[config.mk]
export PLATFORM = sky130hd
export DESIGN_NAME = tofcc_top
export DESIGN_NICKNAME = d
export VERILOG_FILES = /design/src/pkg/tofcc_pkg.sv /design/src/hw/tofcc_settle_timer.sv /design/src/hw/tofcc_irq_bank.sv /design/src/hw/tofcc_top.sv
export SDC_FILE = /design/constraint.sdc
export NUM_CORES = 1
export LEC_CHECK = 0
export ABC_AREA = 1
export BUFFER_PORTS_ARGS = -buffer_cell sky130_fd_sc_hd__buf_2
export CAP_MARGIN = 10
export CORE_ASPECT_RATIO = 0.5
export CORE_MARGIN = 2
export CORE_UTILIZATION = 53
export CTS_BUF_LIST = sky130_fd_sc_hd__clkbuf_16
export CTS_CLUSTER_SIZE = 16
export DETAILED_ROUTE_END_ITERATION = 10
export GPL_TIMING_DRIVEN = 0
export HOLD_SLACK_MARGIN = 0.1
export PLACE_DENSITY = 0.8
export SLEW_MARGIN = 25
export SYNTH_ARGS = -nofsm -noshare
export SYNTH_HDL_FRONTEND = slang
export SYNTH_SLANG_ARGS = --single-unit
[constraint.sdc]
create_clock -name i_sys_clk -period 2.5 [get_ports i_sys_clk]
set_clock_uncertainty 0.05 [all_clocks]
set_input_delay 0.5 -clock i_sys_clk [delete_from_list [all_inputs] [get_ports i_sys_clk]]
set_output_delay 0.5 -clock i_sys_clk [all_outputs]
set_load 0.005 [all_outputs]
[src/pkg/tofcc_pkg.sv]
// Shared constants, types and register map of the calibration and control block
package tofcc_pkg;

  // ----------------------------------------
  // Register byte offsets
  // ----------------------------------------
  localparam logic [7:0] OFS_CAL_CTRL = 8'h00;
  localparam logic [7:0] OFS_IRQ_STATUS = 8'h04;
  localparam logic [7:0] OFS_IRQ_MASK = 8'h08;
  localparam logic [7:0] OFS_SEQ_STATUS = 8'h0C;
  localparam logic [7:0] OFS_COMMAND = 8'h10;

  // ----------------------------------------
  // Reset values
  // ----------------------------------------
  localparam logic [11:0] CAL_CTRL_RESET = 12'h000;
  localparam logic [1:0] IRQ_MASK_RESET = 2'h0;

  // ----------------------------------------
  // Field positions
  // ----------------------------------------
  localparam int CMD_START_COMBINED = 0;
  localparam int CMD_START_TIME_DIFF = 1;
  localparam int CMD_ABORT = 2;
  localparam int IRQ_CYCLE = 0;
  localparam int IRQ_DONE = 1;
  localparam int IRQ_WIDTH = 2;

  // ----------------------------------------
  // Settling wait in 32kHz clock cycles
  // ----------------------------------------
  localparam logic [7:0] SETTLE_CODE0 = 8'h10;
  localparam logic [7:0] SETTLE_CODE1 = 8'h30;
  localparam logic [7:0] SETTLE_CODE2 = 8'h60;
  localparam logic [7:0] SETTLE_CODE3 = 8'h80;
  localparam logic [7:0] SETTLE_CODE4 = 8'hA8;

  // ----------------------------------------
  // Types
  // ----------------------------------------
  typedef struct packed {
    logic monitor_pin_enable;
    logic monitor_output_select;
    logic irq_enable;
    logic event_timing_continue;
    logic per_cycle_irq;
    logic [2:0] settle_code;
    logic [3:0] cal_period;
  } tofcc_cfg_t;

  typedef struct packed {
    logic temperature;
    logic upstream;
  } tofcc_meas_t;

  typedef enum logic [1:0] {ST_IDLE, ST_SETTLE, ST_REQ, ST_WAIT} tofcc_state_t;
  typedef enum logic [1:0] {PH_UP, PH_DN, PH_TEMP} tofcc_phase_t;

endpackage

[src/hw/tofcc_settle_timer.sv]
// Settling wait timer counted in 32kHz clock ticks
`timescale 1ns/1ns
module tofcc_settle_timer
  import tofcc_pkg::*;
(
  // Clock and reset
  input wire logic i_sys_clk,
  input wire logic i_reset_n,
  // Control
  input wire logic i_start,
  input wire logic [2:0] i_code,
  input wire logic i_tick_32k,
  // Result
  output logic o_done
);

  logic [7:0] remaining;
  wire logic [7:0] target;
  wire logic last_tick;

  // ----------------------------------------
  // Code to tick count
  // ----------------------------------------
  assign target = (i_code == 3'h0) ? SETTLE_CODE0 :
                  (i_code == 3'h1) ? SETTLE_CODE1 :
                  (i_code == 3'h2) ? SETTLE_CODE2 :
                  (i_code == 3'h3) ? SETTLE_CODE3 : SETTLE_CODE4;
  assign last_tick = i_tick_32k && (remaining == 8'h01);

  always_ff @(posedge i_sys_clk or negedge i_reset_n) begin
    if (!i_reset_n) begin
      remaining <= 8'h00;
      o_done <= 1'b0;
    end else begin
      o_done <= last_tick && !i_start;
      if (i_start) begin
        remaining <= target;
      end else if (i_tick_32k && remaining != 8'h00) begin
        remaining <= remaining - 8'h01;
      end
    end
  end

  // ----------------------------------------
  // Checks
  // ----------------------------------------
  a_settle_short: assert property (@(posedge i_sys_clk) disable iff (!i_reset_n)
    i_start && i_code == 3'h1 |=> remaining == 8'h30)
    else $error("settle code 1 did not load 48");
  a_settle_long: assert property (@(posedge i_sys_clk) disable iff (!i_reset_n)
    i_start && i_code == 3'h4 |=> remaining == 8'hA8)
    else $error("settle code 4 did not load 168");
  a_settle_expiry: assert property (@(posedge i_sys_clk) disable iff (!i_reset_n)
    o_done |-> $past(remaining) == 8'h01 && $past(i_tick_32k))
    else $error("settle done without last tick");

endmodule

[src/hw/tofcc_irq_bank.sv]
// Sticky interrupt status with mask, cleared by writing one
`timescale 1ns/1ns
module tofcc_irq_bank #(
  parameter int WIDTH = 2
) (
  // Clock and reset
  input wire logic i_sys_clk,
  input wire logic i_reset_n,
  // Events and software access
  input wire logic [WIDTH-1:0] i_set,
  input wire logic [WIDTH-1:0] i_clear,
  input wire logic [WIDTH-1:0] i_mask,
  // Results
  output logic [WIDTH-1:0] o_status,
  output logic o_pending
);

  // Set wins over a clear in the same cycle
  wire logic [WIDTH-1:0] next_status = (o_status & ~i_clear) | i_set;

  assign o_pending = |(o_status & i_mask);

  always_ff @(posedge i_sys_clk or negedge i_reset_n) begin
    if (!i_reset_n) begin
      o_status <= '0;
    end else begin
      o_status <= next_status;
    end
  end

  a_irq_set_wins: assert property (@(posedge i_sys_clk) disable iff (!i_reset_n)
    (i_set & i_clear) != '0 |=> (o_status & $past(i_set & i_clear)) == $past(i_set & i_clear))
    else $error("event lost against clear");

endmodule

[src/hw/tofcc_top.sv]
// Calibration and control register with event-timing sequencer and monitor pin
`timescale 1ns/1ns
// Behaviour
// - Monitor select matters only while the monitor pin enable is one.
// - Select one drives the monitor pin with the live comparator output.
// - Select zero drives the monitor pin with the launch direction.
// - Direction shows high for upstream measurements, low for downstream ones.
// - Interrupt pin is enabled only while interrupt enable bit 9 is set.
// - All unmasked interrupt sources are ORed onto the single interrupt output.
// - Without continue, combined command runs one difference and temperature sequence, stops.
// - Without continue, difference-only command runs one sequence of cycles, then stops.
// - Settling code 000 waits 16 ticks, code 001 waits 48 ticks.
// - Settling codes 010, 011, 100 wait 96, 128, 168 ticks.
module tofcc_top
  import tofcc_pkg::*;
#(
  parameter int TOF_CYCLES = 4,
  parameter int TEMP_CYCLES = 1
) (
  // Clock and reset
  input wire logic i_sys_clk,
  input wire logic i_reset_n,
  // Wishbone slave
  input wire logic i_wb_cyc,
  input wire logic i_wb_stb,
  input wire logic i_wb_we,
  input wire logic [7:0] i_wb_adr,
  input wire logic [3:0] i_wb_sel,
  input wire logic [31:0] i_wb_dat,
  output logic [31:0] o_wb_dat,
  output logic o_wb_ack,
  // Measurement engine
  input wire logic i_tick_32k,
  input wire logic i_comparator_out,
  input wire logic i_meas_done,
  output logic o_meas_req,
  output tofcc_meas_t o_meas_kind,
  // Device pins
  output logic o_monitor_pin,
  output logic o_monitor_oe,
  output logic o_irq
);

  localparam logic [7:0] TOF_LAST = 8'(TOF_CYCLES - 1);
  localparam logic [7:0] TEMP_LAST = 8'(TEMP_CYCLES - 1);

  // ----------------------------------------
  // Bus decode
  // ----------------------------------------
  wire logic bus_req = i_wb_cyc & i_wb_stb & ~o_wb_ack;
  wire logic bus_wr = bus_req & i_wb_we;
  wire logic hit_cfg = i_wb_adr == OFS_CAL_CTRL;
  wire logic hit_irq_status = i_wb_adr == OFS_IRQ_STATUS;
  wire logic hit_irq_mask = i_wb_adr == OFS_IRQ_MASK;
  wire logic hit_seq_status = i_wb_adr == OFS_SEQ_STATUS;
  wire logic hit_command = i_wb_adr == OFS_COMMAND;
  wire logic cmd_wr = bus_wr & hit_command & i_wb_sel[0];

  tofcc_cfg_t cfg;
  logic [IRQ_WIDTH-1:0] irq_mask;
  wire logic [IRQ_WIDTH-1:0] irq_status;
  wire logic irq_pending;

  tofcc_state_t state;
  tofcc_state_t next_state;
  tofcc_phase_t phase;
  tofcc_phase_t next_phase;
  logic [7:0] cnt;
  logic [7:0] next_cnt;
  logic mode_combined;
  logic timer_start;
  logic evt_cycle;
  logic evt_seq;
  logic evt_done;
  wire logic timer_done;

  wire logic busy = state != ST_IDLE;
  wire logic start_combined = cmd_wr & i_wb_dat[CMD_START_COMBINED] & ~busy;
  wire logic start_time_diff = cmd_wr & i_wb_dat[CMD_START_TIME_DIFF] & ~busy;
  wire logic abort = cmd_wr & i_wb_dat[CMD_ABORT];
  wire logic launch_upstream = busy & (phase == PH_UP);

  wire logic [31:0] seq_status_word = {20'h0_0000, cnt, 1'b0, mode_combined, launch_upstream, busy};
  wire logic [31:0] next_rdata =
    hit_cfg ? {20'h0_0000, cfg} :
    hit_irq_status ? {30'h0000_0000, irq_status} :
    hit_irq_mask ? {30'h0000_0000, irq_mask} :
    hit_seq_status ? seq_status_word : 32'h0000_0000;

  wire logic [IRQ_WIDTH-1:0] irq_clear =
    (bus_wr & hit_irq_status & i_wb_sel[0]) ? i_wb_dat[IRQ_WIDTH-1:0] : '0;
  wire logic [IRQ_WIDTH-1:0] irq_set;
  assign irq_set[IRQ_CYCLE] = evt_cycle & cfg.per_cycle_irq;
  assign irq_set[IRQ_DONE] = evt_done;

  // ----------------------------------------
  // Bus answer, one cycle after request
  // ----------------------------------------
  always_ff @(posedge i_sys_clk or negedge i_reset_n) begin
    if (!i_reset_n) begin
      o_wb_ack <= 1'b0;
      o_wb_dat <= 32'h0000_0000;
    end else begin
      o_wb_ack <= bus_req;
      o_wb_dat <= (bus_req & ~i_wb_we) ? next_rdata : 32'h0000_0000;
    end
  end

  // ----------------------------------------
  // Configuration registers
  // ----------------------------------------
  always_ff @(posedge i_sys_clk or negedge i_reset_n) begin
    if (!i_reset_n) begin
      cfg <= CAL_CTRL_RESET;
      irq_mask <= IRQ_MASK_RESET;
    end else begin
      if (bus_wr & hit_cfg & i_wb_sel[0]) begin
        cfg[7:0] <= i_wb_dat[7:0];
      end
      if (bus_wr & hit_cfg & i_wb_sel[1]) begin
        cfg[11:8] <= i_wb_dat[11:8];
      end
      if (bus_wr & hit_irq_mask & i_wb_sel[0]) begin
        irq_mask <= i_wb_dat[IRQ_WIDTH-1:0];
      end
    end
  end

  // ----------------------------------------
  // Event-timing sequencer
  // ----------------------------------------
  always_comb begin
    next_state = state;
    next_phase = phase;
    next_cnt = cnt;
    timer_start = 1'b0;
    evt_cycle = 1'b0;
    evt_seq = 1'b0;
    evt_done = 1'b0;
    case (state)
      ST_IDLE: begin
        if (start_combined | start_time_diff) begin
          next_state = ST_SETTLE;
          next_phase = PH_UP;
          next_cnt = 8'h00;
          timer_start = 1'b1;
        end
      end
      ST_SETTLE: begin
        if (timer_done) begin
          next_state = ST_REQ;
        end
      end
      ST_REQ: begin
        next_state = ST_WAIT;
      end
      ST_WAIT: begin
        if (i_meas_done) begin
          case (phase)
            PH_UP: begin
              next_phase = PH_DN;
              next_state = ST_REQ;
            end
            PH_DN: begin
              evt_cycle = 1'b1;
              if (cnt != TOF_LAST) begin
                next_cnt = cnt + 8'h01;
                next_phase = PH_UP;
                next_state = ST_SETTLE;
                timer_start = 1'b1;
              end else if (mode_combined) begin
                next_cnt = 8'h00;
                next_phase = PH_TEMP;
                next_state = ST_SETTLE;
                timer_start = 1'b1;
              end else begin
                evt_seq = 1'b1;
              end
            end
            PH_TEMP: begin
              evt_cycle = 1'b1;
              if (cnt != TEMP_LAST) begin
                next_cnt = cnt + 8'h01;
                next_state = ST_SETTLE;
                timer_start = 1'b1;
              end else begin
                evt_seq = 1'b1;
              end
            end
            default: begin
              next_state = ST_IDLE;
            end
          endcase
        end
      end
      default: begin
        next_state = ST_IDLE;
      end
    endcase
    if (evt_seq) begin
      if (cfg.event_timing_continue) begin
        next_state = ST_SETTLE;
        next_phase = PH_UP;
        next_cnt = 8'h00;
        timer_start = 1'b1;
      end else begin
        next_state = ST_IDLE;
        evt_done = 1'b1;
      end
    end
    if (abort) begin
      next_state = ST_IDLE;
      timer_start = 1'b0;
    end
  end

  always_ff @(posedge i_sys_clk or negedge i_reset_n) begin
    if (!i_reset_n) begin
      state <= ST_IDLE;
      phase <= PH_UP;
      cnt <= 8'h00;
      mode_combined <= 1'b0;
    end else begin
      state <= next_state;
      phase <= next_phase;
      cnt <= next_cnt;
      if (start_combined | start_time_diff) begin
        mode_combined <= start_combined;
      end
    end
  end

  // ----------------------------------------
  // Measurement request and pins
  // ----------------------------------------
  always_ff @(posedge i_sys_clk or negedge i_reset_n) begin
    if (!i_reset_n) begin
      o_meas_req <= 1'b0;
      o_meas_kind <= '0;
      o_monitor_pin <= 1'b0;
      o_monitor_oe <= 1'b0;
      o_irq <= 1'b0;
    end else begin
      o_meas_req <= next_state == ST_REQ;
      o_meas_kind <= {next_phase == PH_TEMP, next_phase == PH_UP};
      o_monitor_oe <= cfg.monitor_pin_enable;
      o_monitor_pin <= cfg.monitor_pin_enable &
        (cfg.monitor_output_select ? i_comparator_out : launch_upstream);
      o_irq <= cfg.irq_enable & irq_pending;
    end
  end

  // ----------------------------------------
  // Submodules
  // ----------------------------------------
  tofcc_settle_timer u_settle_timer (
    .i_sys_clk(i_sys_clk),
    .i_reset_n(i_reset_n),
    .i_start(timer_start),
    .i_code(cfg.settle_code),
    .i_tick_32k(i_tick_32k),
    .o_done(timer_done)
  );

  tofcc_irq_bank #(
    .WIDTH(IRQ_WIDTH)
  ) u_irq_bank (
    .i_sys_clk(i_sys_clk),
    .i_reset_n(i_reset_n),
    .i_set(irq_set),
    .i_clear(irq_clear),
    .i_mask(irq_mask),
    .o_status(irq_status),
    .o_pending(irq_pending)
  );

  // ----------------------------------------
  // Checks
  // ----------------------------------------
  a_monitor_pin_gate: assert property (@(posedge i_sys_clk) disable iff (!i_reset_n)
    !cfg.monitor_pin_enable |=> !o_monitor_oe && !o_monitor_pin)
    else $error("monitor pin active while disabled");
  a_monitor_comparator: assert property (@(posedge i_sys_clk) disable iff (!i_reset_n)
    cfg.monitor_pin_enable && cfg.monitor_output_select |=> o_monitor_pin == $past(i_comparator_out))
    else $error("monitor pin not following comparator");
  a_monitor_upstream: assert property (@(posedge i_sys_clk) disable iff (!i_reset_n)
    cfg.monitor_pin_enable && !cfg.monitor_output_select && o_meas_req && o_meas_kind == 2'b01
    |-> o_monitor_pin)
    else $error("monitor pin low during upstream launch");
  a_monitor_downstream: assert property (@(posedge i_sys_clk) disable iff (!i_reset_n)
    cfg.monitor_pin_enable && !cfg.monitor_output_select && state == ST_WAIT && phase == PH_DN
    ##1 cfg.monitor_pin_enable && !cfg.monitor_output_select |-> !o_monitor_pin)
    else $error("monitor pin high during downstream measurement");
  a_irq_when_enabled: assert property (@(posedge i_sys_clk) disable iff (!i_reset_n)
    cfg.irq_enable && (irq_status & irq_mask) != '0 |=> o_irq)
    else $error("interrupt missing while enabled");
  a_irq_disabled_low: assert property (@(posedge i_sys_clk) disable iff (!i_reset_n)
    !cfg.irq_enable |=> !o_irq)
    else $error("interrupt pin asserted while disabled");
  a_irq_source_or: assert property (@(posedge i_sys_clk) disable iff (!i_reset_n)
    o_irq |-> $past((irq_status & irq_mask) != '0))
    else $error("interrupt without a pending source");
  a_single_sequence: assert property (@(posedge i_sys_clk) disable iff (!i_reset_n)
    evt_seq && !cfg.event_timing_continue && !abort |=> state == ST_IDLE ##1 !o_meas_req)
    else $error("sequence did not stop without continue");
  a_diff_only_no_temp: assert property (@(posedge i_sys_clk) disable iff (!i_reset_n)
    busy && !mode_combined |-> phase != PH_TEMP)
    else $error("difference-only command ran temperature");
  a_cycle_irq_set: assert property (@(posedge i_sys_clk) disable iff (!i_reset_n)
    evt_cycle && cfg.per_cycle_irq |=> irq_status[IRQ_CYCLE])
    else $error("per-cycle status not set");

  c_combined_run: cover property (@(posedge i_sys_clk) disable iff (!i_reset_n)
    o_meas_req && o_meas_kind.temperature);
  c_continue_restart: cover property (@(posedge i_sys_clk) disable iff (!i_reset_n)
    evt_seq && cfg.event_timing_continue);
  c_irq_raised: cover property (@(posedge i_sys_clk) disable iff (!i_reset_n)
    $rose(o_irq));
  c_abort_busy: cover property (@(posedge i_sys_clk) disable iff (!i_reset_n)
    abort && busy);

endmodule

== Word level (Yosys, flattened, before mapping) ==
Index checks and enable logic that the tools add are counted.
Word-level totals
  register bits after elaboration: 57
  input port bits: 52
  word-level logic and storage cells: 148
Cells by class
  add/subtract/negate cells: 2
  equal/unequal tests: 16
  muxes and demuxes: 62
  bitwise operators: 30
  reduce and logical (&&, ||, !) cells: 15
Operators by type and width (number)
  $mux 8: 12
  $mux 12: 5
  $pmux 8 s2: 2
  $mux 2: 15
  $and 1x1->1: 22
  $mux 1: 20
  $eq 8x4->1 const B: 2
  $reduce_bool 8->1: 2
  $eq 2x2->1 const B: 5
  $add 8x1->8 const B: 1
  $eq 8x1->1 const B: 1
  $eq 8x3->1 const B: 1
  $eq 8x5->1 const B: 1
  $logic_not 8->1: 1
  $ne 8x2->1 const B: 1
  $pmux 2 s2: 2
  $pmux 2 s4: 1
  $sub 8x1->8 const B: 1
  $eq 3x2->1 const B: 2
  $logic_not 2->1: 3
  $mux 6: 1
  $pmux 1 s2: 3
  $pmux 2 s3: 1
  $and 2x2->2: 2
  11 further kinds: 18

== Longest topological paths before layout ==
  word-level depth: 15
  gate-level depth with buffers: 15

== By module ==
A second synthesis with hierarchy kept.
Unflattened totals
  cell total of the unflattened synthesis: 462
  area total of the unflattened synthesis: 3697.3 um2
By module, submodules not included
  tofcc_top: times used 1, cells an instance 357, area each 2920.3 um2, seq. area each 1151.1 um2
  tofcc_settle_timer: times used 1, cells an instance 92, area each 685.7 um2, seq. area each 225.2 um2
  tofcc_irq_bank: times used 1, cells an instance 13, area each 91.3 um2, seq. area each 50.0 um2

== Worst setup path before layout ==
OpenSTA, ideal clock, no wires.
  path kind: register -> register
  start point: register phase[0]
  end point: register u_settle_timer.remaining[4]
  library setup time: 0.119 ns
  arrival time: 1.628 ns
  data required time: 2.331 ns
  slack: 0.702 ns
  cell stages (with the launch flop): 12
  buffers on the path: 1
  clock period less this slack: 1.798 ns
  path through: dfrtp_1 > inv_1 > ha_1 > nand2_1 > nor2_2 > a21boi_4 > nand2_4 > nand2_4 > nand2_4 > buf_6 > o21ai_2 > nand2_1
Between the ends
  word-level cells in the longest chain between the ends: 8
  elaborated cells between the ends (all ways): 13
Ends and longest elaborated chain
  from (decl): line tofcc_top.sv:66  | tofcc_phase_t phase;
  from (signal assigned): line tofcc_top.sv:225  | phase <= next_phase;
  $eq 2x2->1 / $eq 2x1->1 (equally long branches): line tofcc_top.sv:159  | case (phase)
  $pmux 1 s2: line tofcc_top.sv:159
  $mux 1: line tofcc_top.sv:158  | if (i_meas_done) begin
  $pmux 1 s2: line tofcc_top.sv:140  | case (state)
  $mux 1: line tofcc_top.sv:201  | if (cfg.event_timing_continue) begin
  $mux 1 (*): line tofcc_top.sv:200  | if (evt_seq) begin
  $mux 1 (*): line tofcc_top.sv:211  | if (abort) begin
  $mux 8 / $reduce_bool 2->1 (equally long branches)
  to (signal assigned): line tofcc_settle_timer.sv:37  | remaining <= target;
  to (signal assigned): line tofcc_settle_timer.sv:39  | remaining <= remaining - 8'h01;
  to (decl): line tofcc_settle_timer.sv:17  | logic [7:0] remaining;
Every way passes the cells marked *; elsewhere a longest branch is shown, timed or not.
A chain may end at the register's enable or synchronous reset.

== Final worst setup path ==
  start point: register state[1]
  end point: register cnt[0]
Between the ends
  word-level cells in the longest chain between the ends: 8
  elaborated cells between the ends (all ways): 12
Ends and longest elaborated chain
  from (decl): line tofcc_top.sv:64  | tofcc_state_t state;
  from (signal assigned): line tofcc_top.sv:224  | state <= next_state;
  $reduce_bool 2->1: line tofcc_top.sv:77  | wire logic busy = state != ST_IDLE;
  $not 1->1: line tofcc_top.sv:78, tofcc_top.sv:79
  $and 1x1->1 (on tied branches): line tofcc_top.sv:78, tofcc_top.sv:79
  $or 1x1->1: line tofcc_top.sv:142  | if (start_combined | start_time_diff) begin
  $mux 8: line tofcc_top.sv:142
  $pmux 8 s2: line tofcc_top.sv:140
  $mux 8: line tofcc_top.sv:201
  $mux 8 (*): line tofcc_top.sv:200
  named net next_cnt[0]: line tofcc_top.sv:69  | logic [7:0] next_cnt;
  to (signal assigned): line tofcc_top.sv:226  | cnt <= next_cnt;
  to (decl): line tofcc_top.sv:68  | logic [7:0] cnt;
Mark *: on every way through the listed nets, which the timed path passes. The rest lies on a longest branch.

==> impl_metrics.tcl <==
set metrics [dict create \
    run_status "complete, no violations" \
    worst_hold_path_type "in -> async" \
    antennaDiodeCount 0 \
    total_power_w 0.00337 \
    wl_per_cell_um 12.8 \
    mappedNetlistArea_sq_um 3450 \
    startpoint_type "register" \
    number_of_distinct_library_cells_after_synthesis 41 \
    detailedRoute.firstIterationViolations 254 \
    final_layout_size_suffix_gt1_share_pct 21.6 \
    layout-area-overhead-vs-synth_pct 19.8 \
    grt_max_degree 58 \
    drcViolationCount 0 \
    grt_overflow_total 0 \
    cellInternalPower_w 0.00211 \
    top_level_ports 91 \
    ys_seq_area_share_pct 41.3 \
    insertion_delay_ns 0.33 \
    drtPass1Iterations 5 \
    placement.setup.worst_slack_ns 0.369 \
    cts_resized 0 \
    die_height_um 61.0 \
    postCtsSetupBuffers 0 \
    maxCapViolCount 0 \
    die_x_um 118 \
    antenna_found_initial 0 \
    cts_tree "done" \
    most-common-layout-cells "113 x sky130_fd_sc_hd__nand2_1, 57 x sky130_fd_sc_hd__inv_1, 57 x sky130_fd_sc_hd__dfrtp_1, 50 x sky130_fd_sc_hd__buf_2, 32 x sky130_fd_sc_hd__nand3_1" \
    power_density_nw_per_um2 816 \
    cp_data_required_time_ns 2.67 \
    setup_cp_type "reg -> reg" \
    final.setup.worst_slack_ns 0.360 \
    cp_data_arrival_time_ns 2.31 \
    number_of_standard_cells_after_synthesis 446 \
    regToRegSetupSlack_ns 0.36 \
    layout_commonest_cell "sky130_fd_sc_hd__nand2_1" \
    drt.antenna.violating_nets 0 \
    initial_core_util_pct 55.8 \
    power.share.sequential_pct 34.2 \
    cts_max_level 3 \
    global_route.usage.met3_pct 7.78 \
    track_usage_pct 23.7 \
    synthFlopType "sky130_fd_sc_hd__dfrtp_1" \
    irDropWorstVdd_mv 0.483 \
    number_of_synthesized_flops_with_an_enable_pin 0 \
    finalWeightedCongestion 0.916 \
    total_of_warnings_raised_by_yosys 0 \
    relSlewSlack_pct 52.3 \
    placement.io_buffers 47 \
    final_core_utilization_pct 66.9 \
    design.die.area_sq_um 7210 \
    drt-vias-per-instance 5.08 \
    async_reset_ff_share_pct 100 \
    place.detailed.hpwl_um 5800 \
    capture_instance_of_the_worst_register_to_register_path "cnt[0]" \
    leakagePower_nw 2.20 \
    fmax_mhz 467 \
    met2_usage_pct 38.6 \
    cts_hold_buf 0 \
    core-area_sq_um 6180 \
    rr_startpoint "state[1]" \
    finalSetupViolations 0 \
    grt-busiest-layer "met2" \
    via_count 3130 \
    post-route-period-util_pct 85.6 \
    clock_power_share_pct 32.5 \
    cp_max_fo 8 \
    clock_sink_count 57 \
    final_net_count 588 \
    power.share.switching_pct 37.3 \
    p_switching_w 0.00126 \
    post_route_setup_tns_ns 0 \
    cts_buffer_count 9 \
    grt_pass1_vias 2858 \
    placement_rows 20 \
    drv_slew 0 \
    worst_setup_hold_path_clk_slew_ns 0.05 \
    finalCriticalPeriod_ns 2.14 \
    rsz_0062_raised_after_global_routing "no" \
    clk_root_buffer_cell "sky130_fd_sc_hd__clkbuf_16" \
    totalWireLength_um 7860 \
    postSynthAreaPerCell_sq_um 7.73 \
    report.final.hold_viol_count 0 \
    worstRegToRegCells 10 \
    grt_first_pass_wirelength_um 13200 \
    grt_use_met1_pct 31.5 \
    hold_ws_ns 0.169 \
    critPathCaptureType "register" \
    worst-slew-pin-transition_ns 0.715 \
    cts-root-to-sink-buffers 2 \
    ys_ff_latch 57 \
    comb_power_share_pct 33.3 \
]
[synth_stat cells, drive strengths merged (2+ instances only)]
| master | instances | area, sq um |
|---|---|---|
| a21oi | 27 | 135 |
| a21boi | 3 | 33.8 |
| nand4 | 3 | 25.0 |
| xor2 | 2 | 17.5 |
| ha | 13 | 163 |
| a31oi | 2 | 12.5 |
| nor2 | 38 | 160 |
| nand3 | 36 | 200 |
| dfrtp | 57 | 1430 |
| o211ai | 4 | 30.0 |
| xnor2 | 4 | 35.0 |
| nand2 | 119 | 477 |
| nor4 | 2 | 12.5 |
| nor3 | 11 | 60.1 |
| inv | 57 | 214 |
| o21ai | 28 | 144 |
| buf | 25 | 181 |
| mux2 | 5 | 56.3 |
[flip-flops by register name (all words and copies together), names as in the netlist, 2 cells and up]
name / count
cfg: 12
o_wb_dat: 12
cnt: 8
u_settle_timer.remaining: 8
irq_mask: 2
o_meas_kind: 2
phase: 2
state: 2
u_irq_bank.o_status: 2
[critical path: stages, from the launching register on]
cell and delay (ns):
sky130_fd_sc_hd__dfrtp_1 0.42, sky130_fd_sc_hd__inv_1 0.14, sky130_fd_sc_hd__ha_1 0.16, sky130_fd_sc_hd__clkbuf_1 0.31, sky130_fd_sc_hd__nand4_2 0.22, sky130_fd_sc_hd__nand2_1 0.18
sky130_fd_sc_hd__nand2_1 0.11, sky130_fd_sc_hd__inv_1 0.17, sky130_fd_sc_hd__nand2_1 0.09, sky130_fd_sc_hd__a21oi_1 0.12, sky130_fd_sc_hd__nor2_1 0.06
[power by group through the flow]
stage	sequential (W)	combinational (W)	clock (W)
2_1_floorplan	0.00115	0.000851	0
3_3_place_gp	0.00116	0.00109	0
3_5_place_dp	0.00116	0.00110	0
4_1_cts	0.00115	0.00111	0.00111
5_1_grt	0.00117	0.00129	0.00115
6_report	0.00115	0.00112	0.00110
[metrics by stage]
stage,instances,area (sq um)
floorplan,465,3520
global placement,600,3870
detailed placement,600,3870
CTS,616,4130
global route,616,4130
finish,616,4130
[cell type report]
class | count | area (sq um)
Fill cell | 518 | 2050
Buffer | 26 | 185
Multi-Input combinational cell | 324 | 1690
Clock buffer | 9 | 225
Sequential cell | 57 | 1430
Timing Repair Buffer | 47 | 238
Clock inverter | 7 | 40.0
Tap cell | 88 | 110
Inverter | 58 | 218
[worst max-delay path by stage]
stage | from | end | slack, ns | depth (start not counted)
6_report | state[1] | cnt[0] | 0.36 | 10
5_1_grt | state[1] | cnt[0] | 0.09 | 10
4_1_cts | state[1] | cnt[0] | 0.37 | 10
3_5_place_dp | i_wb_adr[5] | cfg[11] | 0.37 | 6
3_3_place_gp | state[1] | cnt[0] | 0.37 | 10
2_1_floorplan | phase[0] | u_settle_timer.remaining[4] | 0.70 | 11
[routing by layer]
layer  up-vias  wire, um
met4         0        56
li1       1545         -
met1      1484      3610
met5         -         0
met2        93      3650
met3         8       540
[cells by family (layout without fill, tap and decap cells)]
logic type | Yosys count | count (layout) | share of synthesized area [%]
other cells | 1 | 20 | 0.109
simple gates | 211 | 211 | 27.5
mux | 5 | 5 | 1.63
fa+ha+maj | 13 | 13 | 4.72
compound gates | 69 | 69 | 11.5
flops | 57 | 57 | 41.3
xor+xnor | 6 | 6 | 1.52
buf+inv | 84 | 147 | 11.7
Power figures use the tool's default switching activity.
